--- config.mk ---
export PLATFORM = sky130hd
export DESIGN_NAME = brfx_exec
export DESIGN_NICKNAME = d
export VERILOG_FILES = /design/src/hdl/brfx_exec.v
export VERILOG_INCLUDE_DIRS = /design/src /design/src/hdl
export SDC_FILE = /design/constraint.sdc
export NUM_CORES = 1
export LEC_CHECK = 0
export ABC_AREA = 1
export BUFFER_PORTS_ARGS = -buffer_cell sky130_fd_sc_hd__buf_4
export CAP_MARGIN = 20
export CORE_ASPECT_RATIO = 1.75
export CORE_UTILIZATION = 45
export DETAILED_ROUTE_END_ITERATION = 8
export PLACE_DENSITY = 0.65
export SLEW_MARGIN = 10
export SYNTH_ARGS = -nofsm -noshare
export SYNTH_HDL_FRONTEND = slang
export SYNTH_SLANG_ARGS = --single-unit
export TNS_END_PERCENT = 10
--- constraint.sdc ---
create_clock -name clk -period 3.3 [get_ports clk]
set_input_delay 0.495 -clock clk [delete_from_list [all_inputs] [get_ports clk]]
set_output_delay 0.495 -clock clk [all_outputs]
set_load 0.03 [all_outputs]
--- src/hdl/brfx_consts.vh ---
/*
 * brfx_consts.vh - offsets, field positions, reset values, operation codes
 * and timing counts for the branch and file operation execution block.
 * Assumes inclusion by bare name from the design file; definitions only.
 */
`ifndef BRFX_CONSTS_VH
`define BRFX_CONSTS_VH

// timing
`define BRFX_CLK_PS         5000
`define BRFX_TCY_PS         20000
`define BRFX_TCY_CLKS       (`BRFX_TCY_PS / `BRFX_CLK_PS)

// register byte offsets
`define BRFX_OFF_INSTR      8'h00
`define BRFX_OFF_STATUS     8'h04
`define BRFX_OFF_PTR        8'h08
`define BRFX_OFF_WREG       8'h0C
`define BRFX_OFF_STACK      8'h10
`define BRFX_OFF_WDOG       8'h14
`define BRFX_OFF_EXEC       8'h18
`define BRFX_OFF_FILE       8'h80

// instruction register fields
`define BRFX_F_OP_LSB       0
`define BRFX_F_DEST         4
`define BRFX_F_FA_LSB       8
`define BRFX_F_LIT_LSB      16

// status register fields
`define BRFX_F_ZERO         2
`define BRFX_F_PWRDN        3
`define BRFX_F_TMOUT        4
`define BRFX_F_PAGE_LSB     5

// watchdog register fields
`define BRFX_F_WCNT_LSB     0
`define BRFX_F_PSC_LSB      8
`define BRFX_F_PSA          16

// reset values
`define BRFX_RST_STATUS     8'h18
`define BRFX_RST_PTR        11'h000
`define BRFX_RST_PSA        1'h1

// operation codes
`define BRFX_OP_NOP         4'h0
`define BRFX_OP_CALL        4'h1
`define BRFX_OP_BRANCH      4'h2
`define BRFX_OP_WDCLR       4'h3
`define BRFX_OP_FCLR        4'h4
`define BRFX_OP_FCPL        4'h5
`define BRFX_OP_FDEC        4'h6
`define BRFX_OP_DECSKP      4'h7

`endif

--- src/hdl/brfx_exec.v ---
/*
 * brfx_exec.v - executes subroutine call, unconditional branch, watchdog
 * clear and the file clear/complement/decrement/decrement-skip operations
 * on a 32-entry file, working register, status and instruction pointer.
 * Assumes one AHB-Lite master issuing single word transfers; the external
 * return stack takes stk_push pulses; watchdog counting lives elsewhere.
 */
// Decided for this implementation: the register offsets and the AHB-Lite interface to the registers.
// Contract
// - call pushes instruction pointer plus one onto the return stack.
// - call loads its eight-bit literal into pointer bits 7..0.
// - call takes pointer bits 10..9 from status 6..5, clears bit 8.
// - call takes two instruction cycles, status flags untouched.
// - watchdog clear zeroes counter, and prescaler only when assigned to it.
// - watchdog clear sets timeout and power-down flags.
// - file clear writes zero to addressed file entry and sets zero flag.
// - destination bit zero writes working register, one writes file entry.
// - complement inverts file entry, only zero flag changes.
// - decrement subtracts one, only zero flag changes.
// - decrement-skip leaves flags; zero result discards next, two cycles.
// - branch loads nine-bit literal to bits 8..0, bits 10..9 from status.
// - branch takes two instruction cycles, status flags untouched.
`timescale 1ns/1ps
`default_nettype none
`include "brfx_consts.vh"

module brfx_exec
(
    // clock and reset
    input  wire        clk,
    input  wire        rstn,
    // ahb-lite slave
    input  wire        hsel,
    input  wire [31:0] haddr,
    input  wire [1:0]  htrans,
    input  wire        hwrite,
    input  wire [2:0]  hsize,
    input  wire [31:0] hwdata,
    input  wire        hready,
    output reg         hreadyout,
    output reg  [31:0] hrdata,
    output reg         hresp,
    // return stack
    output reg         stk_push,
    output reg  [10:0] stk_data,
    // watchdog side
    output reg         wdog_clr,
    output reg         psc_clr
);

localparam ST_IDLE = 2'b00;
localparam ST_PEND = 2'b01;
localparam ST_FLSH = 2'b10;

////////////////////////////////////////////////////////////////////////////////
// instruction cycle divider

reg  [7:0]  div_r;
wire        tick = (div_r == (`BRFX_TCY_CLKS - 1));

always @(posedge clk or negedge rstn)
begin
    if (!rstn)
        div_r <= 8'h00;
    else if (tick)
        div_r <= 8'h00;
    else
        div_r <= div_r + 8'h01;
end

////////////////////////////////////////////////////////////////////////////////
// bus address phase capture

reg         a_wr_r;
reg         a_rd_r;
reg  [7:0]  a_addr_r;
wire        ap = hsel & htrans[1] & hready;
wire        bw = a_wr_r;

always @(posedge clk or negedge rstn)
begin
    if (!rstn)
    begin
        a_wr_r   <= 1'b0;
        a_rd_r   <= 1'b0;
        a_addr_r <= 8'h00;
    end
    else
    begin
        a_wr_r <= ap & hwrite;
        a_rd_r <= ap & ~hwrite;
        if (ap)
            a_addr_r <= haddr[7:0];
    end
end

////////////////////////////////////////////////////////////////////////////////
// architectural state

reg  [1:0]   st_r;
reg  [3:0]   op_r;
reg          dst_r;
reg  [4:0]   fa_r;
reg  [8:0]   lit_r;
reg  [7:0]   status_r;
reg  [10:0]  ptr_r;
reg  [7:0]   wreg_r;
reg  [7:0]   wcnt_r;
reg  [7:0]   psc_r;
reg          psa_r;
reg  [1:0]   ncyc_r;
reg  [3:0]   lastop_r;
wire [255:0] file_flat;

wire [7:0]   fval    = file_flat[fa_r*8 +: 8];
wire         exec    = (st_r == ST_PEND) & tick;
wire         is_rmw  = (op_r == `BRFX_OP_FCPL) | (op_r == `BRFX_OP_FDEC) |
                       (op_r == `BRFX_OP_DECSKP);
wire         wr_file = exec & ((op_r == `BRFX_OP_FCLR) | (is_rmw & dst_r));
wire         wr_w    = exec & is_rmw & ~dst_r;
wire         bw_inst = bw & (a_addr_r == `BRFX_OFF_INSTR) & (st_r == ST_IDLE);

reg  [7:0]   res;
always @*
begin
    case (op_r)
        `BRFX_OP_FCPL:   res = ~fval;
        `BRFX_OP_FDEC:   res = fval - 8'h01;
        `BRFX_OP_DECSKP: res = fval - 8'h01;
        default:         res = 8'h00;
    endcase
end

wire         res_zero = (res == 8'h00);
wire         skip     = (op_r == `BRFX_OP_DECSKP) & res_zero;
wire         two_cyc  = (op_r == `BRFX_OP_CALL) | (op_r == `BRFX_OP_BRANCH) | skip;
wire [10:0]  ptr_inc  = ptr_r + 11'h001;

////////////////////////////////////////////////////////////////////////////////
// file entries, one flop group per address

genvar gi;
generate
    for (gi = 0; gi < 32; gi = gi + 1)
    begin : g_file
        reg  [7:0] ent_r;
        wire       hit_x = wr_file & (fa_r == gi);
        wire       hit_b = bw & (a_addr_r == (`BRFX_OFF_FILE + gi * 4));
        always @(posedge clk or negedge rstn)
        begin
            if (!rstn)
                ent_r <= 8'h00;
            else if (hit_x)
                ent_r <= res;
            else if (hit_b)
                ent_r <= hwdata[7:0];
        end
        assign file_flat[gi*8 +: 8] = ent_r;
    end
endgenerate

////////////////////////////////////////////////////////////////////////////////
// sequencer and core registers

always @(posedge clk or negedge rstn)
begin
    if (!rstn)
    begin
        st_r     <= ST_IDLE;
        op_r     <= `BRFX_OP_NOP;
        dst_r    <= 1'b0;
        fa_r     <= 5'h00;
        lit_r    <= 9'h000;
        status_r <= `BRFX_RST_STATUS;
        ptr_r    <= `BRFX_RST_PTR;
        wreg_r   <= 8'h00;
        wcnt_r   <= 8'h00;
        psc_r    <= 8'h00;
        psa_r    <= `BRFX_RST_PSA;
        ncyc_r   <= 2'b00;
        lastop_r <= `BRFX_OP_NOP;
        stk_push <= 1'b0;
        stk_data <= 11'h000;
        wdog_clr <= 1'b0;
        psc_clr  <= 1'b0;
    end
    else
    begin
        stk_push <= 1'b0;
        wdog_clr <= 1'b0;
        psc_clr  <= 1'b0;
        // software writes first; execution below overrides the same fields
        if (bw_inst)
        begin
            op_r  <= hwdata[`BRFX_F_OP_LSB +: 4];
            dst_r <= hwdata[`BRFX_F_DEST];
            fa_r  <= hwdata[`BRFX_F_FA_LSB +: 5];
            lit_r <= hwdata[`BRFX_F_LIT_LSB +: 9];
            st_r  <= ST_PEND;
        end
        if (bw & (a_addr_r == `BRFX_OFF_STATUS))
            status_r <= hwdata[7:0];
        if (bw & (a_addr_r == `BRFX_OFF_PTR) & (st_r == ST_IDLE))
            ptr_r <= hwdata[10:0];
        if (bw & (a_addr_r == `BRFX_OFF_WREG))
            wreg_r <= hwdata[7:0];
        if (bw & (a_addr_r == `BRFX_OFF_WDOG))
        begin
            wcnt_r <= hwdata[`BRFX_F_WCNT_LSB +: 8];
            psc_r  <= hwdata[`BRFX_F_PSC_LSB +: 8];
            psa_r  <= hwdata[`BRFX_F_PSA];
        end
        if (exec)
        begin
            lastop_r <= op_r;
            ncyc_r   <= 2'b01;
            st_r     <= two_cyc ? ST_FLSH : ST_IDLE;
            case (op_r)
                `BRFX_OP_CALL:
                begin
                    stk_push <= 1'b1;
                    stk_data <= ptr_inc;
                    ptr_r    <= {status_r[`BRFX_F_PAGE_LSB +: 2], 1'b0, lit_r[7:0]};
                end
                `BRFX_OP_BRANCH:
                    ptr_r <= {status_r[`BRFX_F_PAGE_LSB +: 2], lit_r};
                `BRFX_OP_WDCLR:
                begin
                    ptr_r    <= ptr_inc;
                    wcnt_r   <= 8'h00;
                    wdog_clr <= 1'b1;
                    if (psa_r)
                    begin
                        psc_r   <= 8'h00;
                        psc_clr <= 1'b1;
                    end
                    status_r[`BRFX_F_TMOUT] <= 1'b1;
                    status_r[`BRFX_F_PWRDN] <= 1'b1;
                end
                `BRFX_OP_FCLR:
                begin
                    ptr_r <= ptr_inc;
                    status_r[`BRFX_F_ZERO] <= 1'b1;
                end
                `BRFX_OP_FCPL, `BRFX_OP_FDEC:
                begin
                    ptr_r <= ptr_inc;
                    status_r[`BRFX_F_ZERO] <= res_zero;
                end
                default:
                    ptr_r <= ptr_inc;
            endcase
            if (wr_w)
                wreg_r <= res;
        end
        else if ((st_r == ST_FLSH) & tick)
        begin
            // second cycle runs as a no-op; skip steps over the fetched word
            st_r   <= ST_IDLE;
            ncyc_r <= 2'b10;
            if (lastop_r == `BRFX_OP_DECSKP)
                ptr_r <= ptr_inc;
        end
    end
end

////////////////////////////////////////////////////////////////////////////////
// bus read mux and response, one wait state on reads

reg  [31:0] rmux;
always @*
begin
    rmux = 32'h0000_0000;
    case (a_addr_r)
        `BRFX_OFF_INSTR:  rmux = {7'h00, lit_r, 3'h0, fa_r, 3'h0, dst_r, op_r};
        `BRFX_OFF_STATUS: rmux = {24'h00_0000, status_r};
        `BRFX_OFF_PTR:    rmux = {21'h00_0000, ptr_r};
        `BRFX_OFF_WREG:   rmux = {24'h00_0000, wreg_r};
        `BRFX_OFF_STACK:  rmux = {21'h00_0000, stk_data};
        `BRFX_OFF_WDOG:   rmux = {15'h0000, psa_r, psc_r, wcnt_r};
        `BRFX_OFF_EXEC:   rmux = {24'h00_0000, lastop_r, ncyc_r, st_r};
        default:
            if (a_addr_r >= `BRFX_OFF_FILE)
                rmux = {24'h00_0000, file_flat[a_addr_r[6:2]*8 +: 8]};
    endcase
end

// the wait state lets a write in the prior data phase land before the read
always @(posedge clk or negedge rstn)
begin
    if (!rstn)
    begin
        hreadyout <= 1'b1;
        hrdata    <= 32'h0000_0000;
        hresp     <= 1'b0;
    end
    else
    begin
        hresp <= 1'b0;
        if (ap & ~hwrite)
            hreadyout <= 1'b0;
        else if (a_rd_r & ~hreadyout)
        begin
            hreadyout <= 1'b1;
            hrdata    <= rmux;
        end
    end
end

endmodule
`default_nettype wire

==> impl_metrics.toml <==
[layout]
post-route-util = 0.530
syn2layout_area_growth_pct = 16.5
fill_cells = 4812
layout_commonest_cell = "nand2_1"
drive_gt1_frac = 0.121
fin_nets = 3183
layout_common_cells = "nand2_1 (614), inv_1 (411), dfrtp_1 (380)"
multi_input_area_sq_mm = 0.0106
seqCellArea_sq_mm = 0.00964

[critical_path]
r2r_slack_ns = 0.1
startpoint = "a_addr_r[2]"
rr_worst_depth = 11
reg2reg_from = "a_addr_r[2]"
cp_max_fo = 13
cp.arrival_ns = 3.66
cp-end-kind = "register"
start_kind = "register"
path_cells = "inv_1 -> nand2_2 -> buf_4 -> o22ai_1 -> o21ai_0 -> nand4_1 -> a22oi_1 -> buf_4 -> a31o_2 -> a21boi_0 -> inv_1"
slowest_delay_ns = 0.50
r2r_end = "hrdata[4]"
critPathSlowestCell = "nand4_1"
critPathRequiredTime_ns = 3.76
endpoint = "hrdata[4]"
setup.worst_path.class = "reg2reg"

[placement]
place.gp.congestion = 1.06
hpwl_um = 76100
port_buffers = 78

[timing]
hold_ws_ns = -0.0614
finalSetupViolCount = 0
relSlewSlack = 0.248
worstMarginPinSlew_ns = 1.13
tns_ns = 0
fin_crit_ns = 3.20
finalCritPeriodShare = 0.970
hold_viol_final = 35
rsz0062_at_grt = "yes"
report.final.slew_viol_count = 0
skew_ns = 0.0177
fmax_mhz = 312

[routing]
wl_um = 108000
vias = 24200
firstDrtPassIters = 6
drc = 0
vias_per_cell = 6.37
wl_per_cell_um = 28.3
ant_nets = 0
drtIter0Drc = 2732

[cts]
clk_path_buf_depth = 3
cts_tree = "yes"
clock_latency_ns = 0.58
cts_made_buffers = 40
htreeDepth = 2
cts.sinks = 385
hold_buffers = 0
path_clk_slew_ns = 0.06
cts-root-buf = "clkbuf_16"

[global_route]
gr-total-overflow = 0
antenna_found_initial = 5
grt_pass1_vias = 24000
grt_pass1_wl_um = 157000
grt_usage = 0.428
grt_max_degree = 88

[synth]
synth_ff_type = "dfrtp_1"
ys_ff_latch = 385
async_flop_share = 1.00
yosys.area.top_type_share = 0.422
yosys.area.top_type = "dfrtp_1"
syn_avg_cell_area_sq_um = 7.54
ys_seq_area_frac = 0.427
syn_inst = 2996
synth_edf_count = 0
netlist_area_sq_mm = 0.0226
synth_cell_types = 50
ys.warnings.count = 0
yosys-top-cells-area = "dfrtp_1 (42%), nand2_1 (10%), o221ai_1 (8.7%), inv_1 (6.8%), nand3_1 (5.9%)"

[die]
start_util = 0.455
die_height_um = 298
core_sq_mm = 0.0496
die-area_sq_mm = 0.0511
io_pins = 122
row_count = 108
die_x_um = 171

[outcome]
status = "finished with violations"
violations = "negative hold slack"

[power_and_ir_drop]
p_leak_nw = 12.4
ir_drop_mv = 0.463
total_power_mw = 13.4
powerDensity_mw_per_mm2 = 509

[flow_run]
maxCapViolCount = 0

[min_path]
min_path_type = "in2async"
## cells in the mapped netlist, drive strengths merged (13+ instances only)
| cell | number |
|---|---|
| a211oi | 24 |
| a21oi | 53 |
| a221oi | 41 |
| a22oi | 26 |
| buf | 65 |
| clkbuf | 121 |
| clkinv | 15 |
| dfrtp | 381 |
| inv | 426 |
| mux2 | 15 |
| nand2 | 623 |
| nand3 | 264 |
| nor2 | 313 |
| nor3 | 36 |
| o2111ai | 13 |
| o211ai | 35 |
| o21ai | 173 |
| o221ai | 232 |
| o22ai | 77 |
## metrics by stage
stage                     setup WS, ns  cells  cell area [sq um]  hold WS (ns)
after floorplan                  0.680   3003              22600         0.199
after global placement           0.161   3722              24900         0.452
after detailed placement         0.108   3722              24900         0.461
after CTS                       0.0824   3796              26200       0.00905
after global routing           -0.0920   3798              26300        0.0131
final                           0.0989   3799              26300       -0.0614
## layer usage
metal | global-route usage | wire length [um]
met2 | 0.689 | 50300
met5 | 0 | 29
met3 | 0.0906 | 9820
met4 | 0.408 | 12200
met1 | 0.460 | 35300
## report_power, final
group,total [mW],internal [mW],switching (mW)
clock network,4.87,2.75,2.12
logic,3.23,1.01,2.23
registers,5.28,5.05,0.234
## critical path: cells and delay by family, from the launching register on
family                 cells  cell delay (ns)
buffers and inverters      4             0.67
DFF                        1             0.42
and+or+nand+nor            2             0.79
AOI/OAI and AO/OA          5             1.19
## final cells by class
| class | count | area share |
|---|---|---|
| antenna | 1 | 0.0000951 |
| clock inverter | 19 | 0.00837 |
| multi-input combinational | 1991 | 0.402 |
| tap | 660 | 0.0314 |
| inverter | 441 | 0.0629 |
| sequential | 385 | 0.367 |
| clock buffer | 55 | 0.0433 |
| timing repair buffer | 247 | 0.0852 |
## repair_timing
action                     4_1_cts  5_1_grt
setup endpoints to repair        0      141
buffers inserted                 0        2
resized for setup                0       11
## cell families after synthesis
kind of cell / Yosys count / synth area share
AND/OR/NAND/NOR: 1253 / 0.228
AO/OA/AOI/OAI: 701 / 0.223
buffers and inverters: 627 / 0.109
flip-flops: 385 / 0.427
multiplexers: 15 / 0.00748
XOR/XNOR: 11 / 0.00427
adder cells (fa/ha/maj): 3 / 0.00166
other: 1 / 0.000166
## worst min path at each step
stage	startpoint	to	slack [ns]	cells after the start
5_1_grt	rstn	div_r[1]	0.01	1
3_3_place_gp	div_r[0]	div_r[0]	0.45	1
6_report	rstn	div_r[3]	-0.06	1
2_1_floorplan	rstn	a_addr_r[0]	0.20	0
3_5_place_dp	div_r[0]	div_r[0]	0.46	1
4_1_cts	rstn	wreg_r[3]	0.009	1
## flip-flops by register name, indices dropped and copies added, names as in the netlist, 9 cells and up
| name | flops |
|---|---|
| stk_data | 11 |
| ptr_r | 11 |
| lit_r | 9 |
| hrdata | 25 |
| g_file.ent_r | 256 |
Note: power is estimated with default switching activity, not from simulation.
